File: config.mk
export PLATFORM = sky130hd
export DESIGN_NAME = vic_top
export DESIGN_NICKNAME = d
export VERILOG_FILES = /design/src/vic_pkg.sv /design/src/vic_top.sv /design/src/vic_src_detect.sv
export SDC_FILE = /design/constraint.sdc
export NUM_CORES = 2
export LEC_CHECK = 0
export ABC_CLOCK_PERIOD_IN_PS = 57900
export BUFFER_PORTS_ARGS = -buffer_cell sky130_fd_sc_hd__clkbuf_2
export CAP_MARGIN = 20
export CORE_UTILIZATION = 25
export DETAILED_ROUTE_END_ITERATION = 10
export PLACE_DENSITY = 0.39
export SLEW_MARGIN = 40
export SYNTH_ARGS = -nofsm -noshare
export SYNTH_HDL_FRONTEND = slang
export SYNTH_SLANG_ARGS = --single-unit
File: constraint.sdc
create_clock -name clk_in -period 57.9 [get_ports clk_in]
set_clock_uncertainty 0.1 [all_clocks]
set_input_delay 0 -clock clk_in [delete_from_list [all_inputs] [get_ports clk_in]]
set_output_delay 0 -clock clk_in [all_outputs]
set_load 0.01 [all_outputs]
File: src/vic_pkg.sv
// constants and register map of the vectored interrupt controller
package vic_pkg;
    localparam int NUM_SRC = 32;
    localparam logic [31:0] BASE_ADDR = 32'hFFFF_F000;
    localparam int WIN_BITS = 12;
    localparam logic [11:0] OFS_MODE_FIRST = 12'h000;
    localparam logic [11:0] OFS_MODE_LAST = 12'h07C;
    localparam logic [11:0] OFS_VEC_FIRST = 12'h080;
    localparam logic [11:0] OFS_VEC_LAST = 12'h0FC;
    localparam logic [11:0] OFS_NORMAL_VEC = 12'h100;
    localparam logic [11:0] OFS_FAST_VEC = 12'h104;
    localparam logic [11:0] OFS_CUR_STATUS = 12'h108;
    localparam logic [11:0] OFS_PENDING = 12'h10C;
    localparam logic [11:0] OFS_MASK = 12'h110;
    localparam logic [11:0] OFS_CORE_LINE = 12'h114;
    localparam logic [11:0] OFS_ENABLE_CMD = 12'h120;
    localparam logic [11:0] OFS_DISABLE_CMD = 12'h124;
    localparam logic [11:0] OFS_CLEAR_CMD = 12'h128;
    localparam logic [11:0] OFS_SET_CMD = 12'h12C;
    localparam logic [11:0] OFS_END_SERVICE = 12'h130;
    localparam logic [11:0] OFS_SPURIOUS = 12'h134;
    localparam logic [11:0] OFS_DEBUG = 12'h138;
    localparam logic [11:0] OFS_FR_ENABLE = 12'h140;
    localparam logic [11:0] OFS_FR_DISABLE = 12'h144;
    localparam logic [11:0] OFS_FR_STATUS = 12'h148;
    localparam logic [11:0] OFS_EVENT_STATUS = 12'h150;
    localparam logic [11:0] OFS_EVENT_MASK = 12'h154;
    // mode register fields
    localparam int PRIO_LSB = 0;
    localparam int PRIO_W = 3;
    localparam int TYPE_LSB = 5;
    localparam int TYPE_W = 2;
    localparam logic [31:0] MODE_WR_MASK = 32'h0000_0067;
    // debug control fields
    localparam int DBG_PROT_BIT = 0;
    localparam int DBG_GMSK_BIT = 1;
    localparam logic [31:0] DBG_WR_MASK = 32'h0000_0003;
    // core line status fields
    localparam int CORE_FAST_BIT = 0;
    localparam int CORE_NORMAL_BIT = 1;
    // event status fields
    localparam int EV_W = 2;
    localparam int EV_SPURIOUS_BIT = 0;
    localparam int EV_STACK_BIT = 1;
    // sources that arrive on pins; the rest come from on-chip logic
    localparam logic [31:0] EXT_SRC_MASK = 32'hE000_0001;
    localparam int STACK_DEPTH = 8;
    localparam int DEPTH_W = 4;
    localparam logic [31:0] RST_WORD = 32'h0000_0000;
    localparam logic [4:0] RST_SRC = 5'h00;
    localparam logic [2:0] RST_LVL = 3'h0;
endpackage

File: src/vic_top.sv
// vectored interrupt controller register interface and request lines
`timescale 1ns/100ps
module vic_top import vic_pkg::*; (
    input wire logic clk_in,
    input wire logic reset_n_in,
    input wire logic [31:0] addr_in,
    input wire logic [31:0] wr_data_in,
    input wire logic wr_en_in,
    input wire logic rd_en_in,
    input wire logic [NUM_SRC-1:0] src_in,
    output logic [31:0] rd_data_out,
    output logic normal_request_line_n_out,
    output logic fast_request_line_n_out,
    output logic event_irq_out
);
    logic [31:0] mode_ff [NUM_SRC];
    logic [31:0] vector_ff [NUM_SRC];
    logic [31:0] spurious_vector_value_ff;
    logic [31:0] debug_ff;
    logic [NUM_SRC-1:0] enable_ff;
    logic [NUM_SRC-1:0] redirect_ff;
    logic [NUM_SRC-1:0] pend_ff;
    logic [4:0] stack_src_ff [STACK_DEPTH];
    logic [2:0] stack_lvl_ff [STACK_DEPTH];
    logic [DEPTH_W-1:0] depth_ff;
    logic [4:0] held_src_ff;
    logic held_valid_ff;
    logic [EV_W-1:0] event_ff;
    logic [EV_W-1:0] event_mask_ff;
    logic [31:0] rd_data_ff;
    logic normal_line_n_ff;
    logic fast_line_n_ff;
    logic event_irq_ff;

    logic [2*NUM_SRC-1:0] type_flat;
    logic [NUM_SRC-1:0] level_act;
    logic [NUM_SRC-1:0] edge_evt;
    logic [NUM_SRC-1:0] pending;
    logic [NUM_SRC-1:0] cand;
    logic [11:0] ofs;
    logic hit;
    logic wr_hit;
    logic rd_hit;
    logic [5:0] win;
    logic win_found;
    logic [4:0] win_src;
    logic [2:0] top_lvl;
    logic [4:0] cur_src;
    logic normal_req;
    logic fast_req;
    logic push;
    logic [4:0] push_src;
    logic pop;
    logic [NUM_SRC-1:0] ack_vec;
    logic [EV_W-1:0] ev_set;
    logic [31:0] rd_mux;

    // highest level wins; the lower source number breaks a tie
    function automatic logic [5:0] pick_winner(input logic [NUM_SRC-1:0] req,
                                               input logic [3*NUM_SRC-1:0] lvls);
        logic [5:0] best;
        logic [2:0] best_lvl;
        best = 6'h00;
        best_lvl = 3'h0;
        for (int i = 1; i < NUM_SRC; i++) begin
            if (req[i] && (!best[5] || lvls[3*i +: 3] > best_lvl)) begin
                best = {1'b1, i[4:0]};
                best_lvl = lvls[3*i +: 3];
            end
        end
        return best;
    endfunction

    function automatic logic is_ofs(input logic [11:0] a, input logic [11:0] o);
        return a == o;
    endfunction

    logic [3*NUM_SRC-1:0] lvl_flat;
    always_comb begin
        for (int i = 0; i < NUM_SRC; i++) begin
            type_flat[2*i +: 2] = mode_ff[i][TYPE_LSB +: TYPE_W];
            lvl_flat[3*i +: 3] = mode_ff[i][PRIO_LSB +: PRIO_W];
        end
    end

    vic_src_detect vic_src_detect_i (
        .clk_in(clk_in),
        .reset_n_in(reset_n_in),
        .src_in(src_in),
        .type_in(type_flat),
        .level_act_out(level_act),
        .edge_out(edge_evt)
    );

    // address decode
    always_comb begin
        hit = addr_in[31:WIN_BITS] == BASE_ADDR[31:WIN_BITS];
        ofs = addr_in[WIN_BITS-1:0];
        wr_hit = wr_en_in & hit;
        rd_hit = rd_en_in & hit;
    end

    // pending: level sources follow the line, edge sources hold the event
    always_comb begin
        for (int i = 0; i < NUM_SRC; i++) begin
            pending[i] = pend_ff[i] | (level_act[i] & ~mode_ff[i][TYPE_LSB]);
        end
        cand = pending & enable_ff & ~redirect_ff;
        cand[0] = 1'b0;
        win = pick_winner(cand, lvl_flat);
        top_lvl = (depth_ff == 4'h0) ? RST_LVL : stack_lvl_ff[3'(depth_ff - 4'h1)];
        cur_src = (depth_ff == 4'h0) ? RST_SRC : stack_src_ff[3'(depth_ff - 4'h1)];
        win_found = win[5] && (depth_ff == 4'h0 || lvl_flat[3*win[4:0] +: 3] > top_lvl);
        win_src = win[4:0];
        normal_req = win_found;
        fast_req = (pending[0] & enable_ff[0]) | (|(pending & enable_ff & redirect_ff));
    end

    // stacking happens on the vector read, or on a vector write in protect mode
    always_comb begin
        push = 1'b0;
        push_src = win_src;
        if (debug_ff[DBG_PROT_BIT]) begin
            push = wr_hit && is_ofs(ofs, OFS_NORMAL_VEC) && held_valid_ff;
            push_src = held_src_ff;
        end else begin
            push = rd_hit && is_ofs(ofs, OFS_NORMAL_VEC) && win_found;
        end
        pop = wr_hit && is_ofs(ofs, OFS_END_SERVICE) && depth_ff != 4'h0;
        ack_vec = RST_WORD;
        if (push) begin
            ack_vec[push_src] = 1'b1;
        end
        // fast vector read acknowledges source 0 but never a redirected source
        if (rd_hit && is_ofs(ofs, OFS_FAST_VEC) && pending[0] && enable_ff[0]) begin
            ack_vec[0] = 1'b1;
        end
        ev_set = '0;
        ev_set[EV_SPURIOUS_BIT] = rd_hit && is_ofs(ofs, OFS_NORMAL_VEC) && !win_found;
        ev_set[EV_STACK_BIT] = (wr_hit && is_ofs(ofs, OFS_END_SERVICE) && depth_ff == 4'h0)
                               || (push && depth_ff == DEPTH_W'(STACK_DEPTH));
    end

    // source mode and vector arrays
    always_ff @(posedge clk_in) begin
        if (!reset_n_in) begin
            for (int i = 0; i < NUM_SRC; i++) begin
                mode_ff[i] <= RST_WORD;
                vector_ff[i] <= RST_WORD;
            end
        end else if (wr_hit) begin
            if (ofs <= OFS_MODE_LAST) begin
                mode_ff[ofs[6:2]] <= wr_data_in & MODE_WR_MASK;
            end else if (ofs >= OFS_VEC_FIRST && ofs <= OFS_VEC_LAST) begin
                vector_ff[ofs[6:2]] <= wr_data_in;
            end
        end
    end

    // spurious vector and debug control
    always_ff @(posedge clk_in) begin
        if (!reset_n_in) begin
            spurious_vector_value_ff <= RST_WORD;
            debug_ff <= RST_WORD;
        end else if (wr_hit) begin
            if (is_ofs(ofs, OFS_SPURIOUS)) begin
                spurious_vector_value_ff <= wr_data_in;
            end else if (is_ofs(ofs, OFS_DEBUG)) begin
                debug_ff <= wr_data_in & DBG_WR_MASK;
            end
        end
    end

    // enable and redirect sets; a zero written changes nothing
    always_ff @(posedge clk_in) begin
        if (!reset_n_in) begin
            enable_ff <= RST_WORD;
            redirect_ff <= RST_WORD;
        end else if (wr_hit) begin
            if (is_ofs(ofs, OFS_ENABLE_CMD)) begin
                enable_ff <= enable_ff | wr_data_in;
            end else if (is_ofs(ofs, OFS_DISABLE_CMD)) begin
                enable_ff <= enable_ff & ~wr_data_in;
            end else if (is_ofs(ofs, OFS_FR_ENABLE)) begin
                redirect_ff <= redirect_ff | wr_data_in;
            end else if (is_ofs(ofs, OFS_FR_DISABLE)) begin
                redirect_ff <= redirect_ff & ~wr_data_in;
            end
        end
    end

    // a new edge or a set command wins over a clear in the same cycle
    always_ff @(posedge clk_in) begin
        if (!reset_n_in) begin
            pend_ff <= RST_WORD;
        end else begin
            pend_ff <= (pend_ff & ~ack_vec & ~((wr_hit && is_ofs(ofs, OFS_CLEAR_CMD)) ? wr_data_in : RST_WORD))
                       | edge_evt
                       | ((wr_hit && is_ofs(ofs, OFS_SET_CMD)) ? wr_data_in : RST_WORD);
        end
    end

    // priority stack; a push beyond its depth is dropped and flagged
    always_ff @(posedge clk_in) begin
        if (!reset_n_in) begin
            depth_ff <= '0;
            for (int i = 0; i < STACK_DEPTH; i++) begin
                stack_src_ff[i] <= RST_SRC;
                stack_lvl_ff[i] <= RST_LVL;
            end
        end else if (push && depth_ff != DEPTH_W'(STACK_DEPTH)) begin
            stack_src_ff[3'(depth_ff)] <= push_src;
            stack_lvl_ff[3'(depth_ff)] <= lvl_flat[3*push_src +: 3];
            depth_ff <= depth_ff + 4'h1;
        end else if (pop) begin
            depth_ff <= depth_ff - 4'h1;
        end
    end

    // protect mode: a read only remembers the winner
    always_ff @(posedge clk_in) begin
        if (!reset_n_in) begin
            held_src_ff <= RST_SRC;
            held_valid_ff <= 1'b0;
        end else if (rd_hit && is_ofs(ofs, OFS_NORMAL_VEC)) begin
            held_src_ff <= win_src;
            held_valid_ff <= win_found;
        end else if (push) begin
            held_valid_ff <= 1'b0;
        end
    end

    // block events: sticky, cleared by reading, set wins over the clear
    always_ff @(posedge clk_in) begin
        if (!reset_n_in) begin
            event_ff <= '0;
            event_mask_ff <= '0;
        end else begin
            event_ff <= ((rd_hit && is_ofs(ofs, OFS_EVENT_STATUS)) ? '0 : event_ff) | ev_set;
            if (wr_hit && is_ofs(ofs, OFS_EVENT_MASK)) begin
                event_mask_ff <= wr_data_in[EV_W-1:0];
            end
        end
    end

    // read mux; reserved and unmapped words read zero
    always_comb begin
        rd_mux = RST_WORD;
        if (ofs <= OFS_MODE_LAST) begin
            rd_mux = mode_ff[ofs[6:2]];
        end else if (ofs >= OFS_VEC_FIRST && ofs <= OFS_VEC_LAST) begin
            rd_mux = vector_ff[ofs[6:2]];
        end else if (is_ofs(ofs, OFS_NORMAL_VEC)) begin
            rd_mux = win_found ? vector_ff[win_src] : spurious_vector_value_ff;
        end else if (is_ofs(ofs, OFS_FAST_VEC)) begin
            rd_mux = fast_req ? vector_ff[0] : spurious_vector_value_ff;
        end else if (is_ofs(ofs, OFS_CUR_STATUS)) begin
            rd_mux = {27'h0, cur_src};
        end else if (is_ofs(ofs, OFS_PENDING)) begin
            rd_mux = pending;
        end else if (is_ofs(ofs, OFS_MASK)) begin
            rd_mux = enable_ff;
        end else if (is_ofs(ofs, OFS_CORE_LINE)) begin
            rd_mux[CORE_FAST_BIT] = ~fast_line_n_ff;
            rd_mux[CORE_NORMAL_BIT] = ~normal_line_n_ff;
        end else if (is_ofs(ofs, OFS_SPURIOUS)) begin
            rd_mux = spurious_vector_value_ff;
        end else if (is_ofs(ofs, OFS_DEBUG)) begin
            rd_mux = debug_ff;
        end else if (is_ofs(ofs, OFS_FR_STATUS)) begin
            rd_mux = redirect_ff;
        end else if (is_ofs(ofs, OFS_EVENT_STATUS)) begin
            rd_mux[EV_W-1:0] = event_ff;
        end else if (is_ofs(ofs, OFS_EVENT_MASK)) begin
            rd_mux[EV_W-1:0] = event_mask_ff;
        end
    end

    // read data stand one cycle only, zero otherwise
    always_ff @(posedge clk_in) begin
        if (!reset_n_in) begin
            rd_data_ff <= RST_WORD;
        end else begin
            rd_data_ff <= rd_hit ? rd_mux : RST_WORD;
        end
    end

    // request lines; the general mask forces both inactive
    // kept active low so the pins need no gate after the flop
    always_ff @(posedge clk_in) begin
        if (!reset_n_in) begin
            normal_line_n_ff <= 1'b1;
            fast_line_n_ff <= 1'b1;
            event_irq_ff <= 1'b0;
        end else begin
            normal_line_n_ff <= ~(normal_req & ~debug_ff[DBG_GMSK_BIT]);
            fast_line_n_ff <= ~(fast_req & ~debug_ff[DBG_GMSK_BIT]);
            event_irq_ff <= |(event_ff & event_mask_ff);
        end
    end

    assign rd_data_out = rd_data_ff;
    assign normal_request_line_n_out = normal_line_n_ff;
    assign fast_request_line_n_out = fast_line_n_ff;
    assign event_irq_out = event_irq_ff;
endmodule

File: src/vic_src_detect.sv
// per-source level and edge detection with pin synchronisers
`timescale 1ns/100ps
module vic_src_detect import vic_pkg::*; (
    input wire logic clk_in,
    input wire logic reset_n_in,
    input wire logic [NUM_SRC-1:0] src_in,
    input wire logic [2*NUM_SRC-1:0] type_in,
    output logic [NUM_SRC-1:0] level_act_out,
    output logic [NUM_SRC-1:0] edge_out
);
    logic [NUM_SRC-1:0] sync1_ff;
    logic [NUM_SRC-1:0] sync2_ff;
    logic [NUM_SRC-1:0] sync3_ff;
    logic [NUM_SRC-1:0] filt_ff;
    logic [NUM_SRC-1:0] prev_ff;
    logic [NUM_SRC-1:0] raw;
    logic [NUM_SRC-1:0] clean;

    // three-stage synchroniser; only stage two and three are compared
    always_ff @(posedge clk_in) begin
        if (!reset_n_in) begin
            sync1_ff <= RST_WORD;
            sync2_ff <= RST_WORD;
            sync3_ff <= RST_WORD;
        end else begin
            sync1_ff <= src_in;
            sync2_ff <= sync1_ff;
            sync3_ff <= sync2_ff;
        end
    end

    // a pin change counts once stages two and three agree
    always_ff @(posedge clk_in) begin
        if (!reset_n_in) begin
            filt_ff <= RST_WORD;
        end else begin
            filt_ff <= (filt_ff & ~(sync2_ff ~^ sync3_ff)) | (sync3_ff & (sync2_ff ~^ sync3_ff));
        end
    end

    always_comb begin
        clean = (filt_ff & EXT_SRC_MASK) | (src_in & ~EXT_SRC_MASK);
        for (int i = 0; i < NUM_SRC; i++) begin
            // internal sources have a fixed active sense
            raw[i] = clean[i];
            if (EXT_SRC_MASK[i] && !type_in[2*i+1]) begin
                raw[i] = ~clean[i];
            end
        end
    end

    // reset value of the history is inactive, so no edge appears at release
    always_ff @(posedge clk_in) begin
        if (!reset_n_in) begin
            prev_ff <= RST_WORD;
        end else begin
            prev_ff <= raw;
        end
    end

    always_comb begin
        for (int i = 0; i < NUM_SRC; i++) begin
            level_act_out[i] = raw[i] & ~type_in[2*i];
            edge_out[i] = raw[i] & ~prev_ff[i] & type_in[2*i];
        end
    end
endmodule

# --- Word level (Yosys, flattened, before mapping) ---
# Memory sizes are Yosys's and may differ from the RTL's.
# Cells that the tools add are included.
# Widths: inputs -> output; s select.
word_totals:
  reg_bits: 339
  ramBits: 1248
  output_inout_bits: 35
  in_bits: 100
  mem_count: 4
  elab_cells: 607
op_classes:
  magnitude_cmp: 36
  eq_ne: 21
  reduce_logical: 130
  multipliers: 2
  add_sub_neg: 2
  n_shift: 2
  muxes: 126
  bitwise: 265
mem_list:
  columns: ["name", "words", "word_bits", "rd", "rd_clocked_by_memory_dff", "write_ports", "line", "text"]
  rows:
  - ["vector_ff", 32, 32, 3, 0, 32, "vic_top.sv:17", "logic [31:0] vector_ff [NUM_SRC];"]
  - ["mode_ff", 32, 5, 33, 0, 32, "vic_top.sv:16", "logic [31:0] mode_ff [NUM_SRC];"]
  - ["stack_src_ff", 8, 5, 1, 0, 8, "vic_top.sv:23", "logic [4:0] stack_src_ff [STACK_DEPTH];"]
  - ["stack_lvl_ff", 8, 3, 1, 0, 8, "vic_top.sv:24", "logic [2:0] stack_lvl_ff [STACK_DEPTH];"]
op_table:
  columns: ["operator", "n"]
  rows:
  - ["$mux 32", 19]
  - ["$and 32x32->32", 9]
  - ["$eq 12x9->1 const B", 18]
  - ["$shiftx 96x8->3", 2]
  - ["$mux 6", 31]
  - ["$not 32->32", 5]
  - ["$or 32x32->32", 5]
  - ["$and 1x1->1", 133]
  - ["$mux 3", 34]
  - ["$gt 3x3->1", 31]
  - ["$not 1->1", 76]
  - ["$reduce_or 32->1", 2]
  - ["$mux 30", 2]
  - ["$logic_and 1x1->1", 50]
  - ["$or 1x1->1", 33]
  - ["$logic_or 1x1->1", 32]
  - ["$or 32x29->32", 1]
  - ["$xnor 32x32->32", 1]
  - ["$logic_not 1->1", 31]
  - ["$mux 5", 6]
  - ["$mux 1", 26]
  - ["$eq 20x20->1 const B", 1]
  - ["$mul 2x5->7 const A", 2]
  - ["$ge 12x8->1 const B", 1]
  - ["22 further kinds", 33]

# --- Longest topological paths before layout ---
depth:
  ltp_word: 143
  ltp_mapped: 255
  mapped_depth_nobuf: 247

# --- Modules after synthesis ---
# A second synthesis with hierarchy kept.
unflattened:
  cells_unflattened: 7892
  hier_area_um2: 84763.8
by_module_without_submodules:
  columns: ["mod", "seq_area_each_um2", "area_each_um2", "cells_per_inst", "n_inst"]
  rows:
  - ["vic_top", 41059.4, 82950.8, 7687, 1]
  - ["vic_src_detect", 960.9, 1813.0, 205, 1]

# --- Worst setup path before layout ---
# No wires, ideal clock.
synth_path:
  path_kind: "register to register"
  start: "mem mode_ff[1][3] (netlist bit)"
  end: "mem stack_lvl_ff[7][0] (enable)"
  n_path_buf: 10
  stages_incl_launch_ff: 227
  arrival_ns: 46.130
  synth_period_minus_slack_ns: 46.560
  required_ns: 57.470
  setup_slack_ns: 11.340
  setup_ns: 0.330
  path_cell_list: "edfxtp_1 > nand2b_2 > a21oi_4 > and2_1 > inv_1 > ha_1 > nand3_1 > o21ai_0 > or3b_1 > and2_4 > a22oi_1 > ha_1 > nand3_1 > o21ai_0 > o22ai_1 > and2_1 > clkbuf_1 > mux2_4 > (+191 left out) > buf_1 > o211ai_1 > a21oi_1 > nor2_1 > o22ai_1 > nor2_1 > ha_1 > a21o_1 > a21oi_1 > a31oi_1 > o22ai_1 > nor3_1 > o21ai_1 > a21oi_1 > and3_1 > clkbuf_1 > nand3_1 > nand2_1"
synth_rtl:
  columns: ["element", "line"]
  rows:
  - ["start: declaration", "vic_top.sv:16"]
  - ["end: declaration", "vic_top.sv:24"]

==> flow_summary.toml <==
[worst_setup_path]
cpMaxStageDelayCell = "o31ai_2"
required_ns = 58.31
path_delay_family = "compound AO/OA/AOI/OAI gates"
end_kind = "flip-flop"
max_stage_delay_ns = 0.67
cp_common_cell = "ha_1"
reg2reg_to = "stack_src_ff[7][3]"
cp_max_fo = 65
worst_setup_path_start_kind = "flip-flop"
r2r_cells = 223
critPathBufInv = 12
crit_arrival_ns = 54.34
r2r_slack_ns = 3.97
crit_cells = 223
cp-endpoint = "stack_src_ff[7][3]"
critPathKind = "flip-flop to flip-flop"

[finish]
syn_to_final_growth_pct = 16.80
fillCellCount = 33940
fin_nets = 7814
post-route-util_pct = 29.38
final_cells = 12210
drive_gt1_share_pct = 16.77

[logic_synthesis]
yosysWarnings = 0
synth_edf_count = 1248
ys_ff_latch = 1475
synth_cells = 7628
synth_nets = 7800
ys_seq_area_share_pct = 50.03
syn_area_per_cell_sq_um = 11.01
synth-main-ff-cell = "edfxtp_1"
synth_cell_type_count = 111
synth-async-reset-ratio_pct = 0
yosysTopAreaCell = "edfxtp_1"
synth_area_sq_um = 83990
ys_top_cells_by_area = "edfxtp_1, mux4_2, and2_1, dfxtp_1, nand2_1"
synth_top_area_share_pct = 44.62

[global_routing]
antenna_found_initial = 60
grt_max_degree = 143
grt_pass1_wl_um = 577800
grt_util_all_layers_pct = 24.61
grt_pass1_vias = 64510
grt.overflow.total = 0

[power]
total_power_mw = 2.638
vdd_drop_max_mv = 0.02180
p_per_area_nw_per_um2 = 26.89
leakage_nw = 34.42

[clocking]
postCtsSetupRepairBufs = 0
clock_path_buffers = 4
htreeDepth = 4
clock_sinks = 1475
cts-root-buf = "clkbuf_16"
cts_tree = "done"
insertion_delay_ns = 0.92
cts_resized = 0
clk_pin_slew_ns = 0.06
hold_buffers = 145
cts_inserted_buffers = 187

[drt]
drt_iter0_markers = 9005
avgViaCountPerCell = 5.543
ant_nets = 0
first_pass_iters = 8
vias = 67690
routedWlPerCell_um = 35.05
wl_um = 428000
route.detailed.drc = 0

[floorplan]
coreArea_sq_um = 334000
start_util_pct = 25.15
ios = 135
die_h_um = 581.6
dieWidth_um = 581.6
dieArea_sq_um = 338300
rows = 212

[sta]
tightest_slew_ns = 0.9578
setup-violations-final = 0
finalHoldViolations = 0
slew_headroom_pct = 36.00
finalCritPeriodShare_pct = 93.15
whs_ns = 0.03010
finalSetupTns_ns = 0
rsz0062_at_grt = "false"
fmax_ghz = 0.01854
period_needed_ns = 53.93
drv_slew = 0

[place]
dp_hpwl_um = 275800
placed_cells = 11690
place_congestion = 0.9217
io_buffer_count = 134

[outcome]
status = "completed"

[hold_path]
whs_path_depth = 5
hp-class = "primary input to flip-flop"

[flow_run]
maxCapViolations = 0
==> stage by stage <==
stage	cell area, sq um	setup WS [ns]
2_1_floorplan	83990	11.34
3_3_place_gp	90020	5.862
3_5_place_dp	90450	4.986
4_1_cts	97840	4.794
5_1_grt	98050	0.6652
6_report	98100	3.967
==> worst min path at each step <==
stage / startpoint / to / slack [ns]
6_report: addr_in[1] / rd_data_out[0] / 0.03
5_1_grt: addr_in[1] / rd_data_out[0] / 0.07
3_3_place_gp: src_in[29] / vic_src_detect_i.sync1_ff[29] / 0.12
3_5_place_dp: src_in[31] / vic_src_detect_i.sync1_ff[31] / 0.12
4_1_cts: addr_in[1] / rd_data_out[0] / 0.002
2_1_floorplan: src_in[10] / vic_src_detect_i.prev_ff[10] / 0.02
==> final cells by class <==
type / instances / area, sq um / share of cell area (%)
flip-flops and latches: 1475 / 42020 / 42.83
multi-input cells: 5310 / 39590 / 40.35
well taps: 4387 / 5489 / 5.595
clock buffers: 259 / 5236 / 5.338
repair buffers: 524 / 4434 / 4.520
clock inverters: 78 / 701.9 / 0.7155
inverters: 144 / 545.5 / 0.5561
diodes: 34 / 85.08 / 0.08673
==> layout by cell type (no fill, tap or decap), types with 143 or more instances in the layout <==
cell type / Yosys / layout
clkbuf_16: 0 / 192
and2_1: 1092 / 1090
mux4_2: 411 / 411
and3_1: 180 / 179
nand3_1: 306 / 305
buf_4: 16 / 200
mux2i_1: 254 / 253
nor2_1: 352 / 298
edfxtp_1: 1248 / 1248
dlygate4sd3_1: 0 / 145
dfxtp_1: 227 / 227
inv_1: 144 / 143
a21oi_1: 335 / 335
nand2_1: 1066 / 1062
==> cells in the mapped netlist, types with 10 or more instances <==
library cell and number:
buf_4 16, o31a_1 10, buf_1 81, or3_1 18
nor2_1 352, a31oi_1 91, o311ai_0 10, mux4_2 411
mux2i_1 254, o2111ai_1 23, nor3_1 69, and3_1 180
maj3_1 11, o22ai_1 16, nor4_1 14, clkbuf_1 516
mux2_2 40, a22oi_1 54, o21a_1 16, a211oi_1 77
ha_1 72, o221ai_1 23, o31ai_1 14, a222oi_1 14
a311oi_1 46, nand2_1 1066, dfxtp_1 227, buf_2 81
or2_2 16, nand2b_1 23, and2_1 1092, inv_1 144
mux2_4 23, a21o_1 25, a32oi_1 52, a221o_1 28
nand4_1 20, a21oi_1 335, o211ai_1 60, edfxtp_1 1248
o21ai_0 176, nor2b_1 52, a221oi_1 60, nand3_1 306
==> where the power goes <==
part	total [mW]	internal (mW)	switching, mW
registers	1.23	1.20	0.0331
clock network	1.18	0.676	0.503
logic	0.228	0.0819	0.146
total	2.64	1.96	0.683
==> routing by layer <==
layer	wire, um	GRT usage (%)	vias up
li1	-	-	28250
met1	179700	33.35	35050
met2	196700	39.46	3740
met3	34540	3.730	640
met4	16870	9.365	12
met5	80	0	-
==> state kept, by name, summed over array words and instances (netlist names), 4 cells and up, named ones only <==
| signal | cells |
|---|---|
| vector_ff | 1024 |
| mode_ff | 160 |
| stack_src_ff | 40 |
| pend_ff | 32 |
| rd_data_out | 32 |
| spurious_vector_value_ff | 32 |
| vic_src_detect_i.prev_ff | 32 |
| stack_lvl_ff | 24 |
| held_src_ff | 5 |
| depth_ff | 4 |
| vic_src_detect_i.sync1_ff | 4 |
| vic_src_detect_i.sync2_ff | 4 |
| vic_src_detect_i.sync3_ff | 4 |
==> cells by family (layout without fill, tap and decap cells) <==
kind of cell             Yosys count  count (layout)  share of synthesized area (%)
adder cells (fa/ha/maj)           83              83                          1.204
buffers and inverters            843            1005                          4.004
multiplexers                     729             729                          15.01
XOR/XNOR                           8               8                        0.08343
flip-flops                      1475            1475                          50.03
AND/OR/NAND/NOR                 3257            3257                          19.62
AO/OA/AOI/OAI                   1233            1233                          10.04
other                              0              34                              0
==> worst register-to-register path: cells and delay by family (launching register included) <==
family	cells	cell delay, ns
compound gates	93	21.98
fa+ha+maj	37	11.53
simple gates	61	10.38
mux	20	7.14
buf+inv	12	2.07
flops	1	0.38
Note: power is estimated with default switching activity, not from simulation.
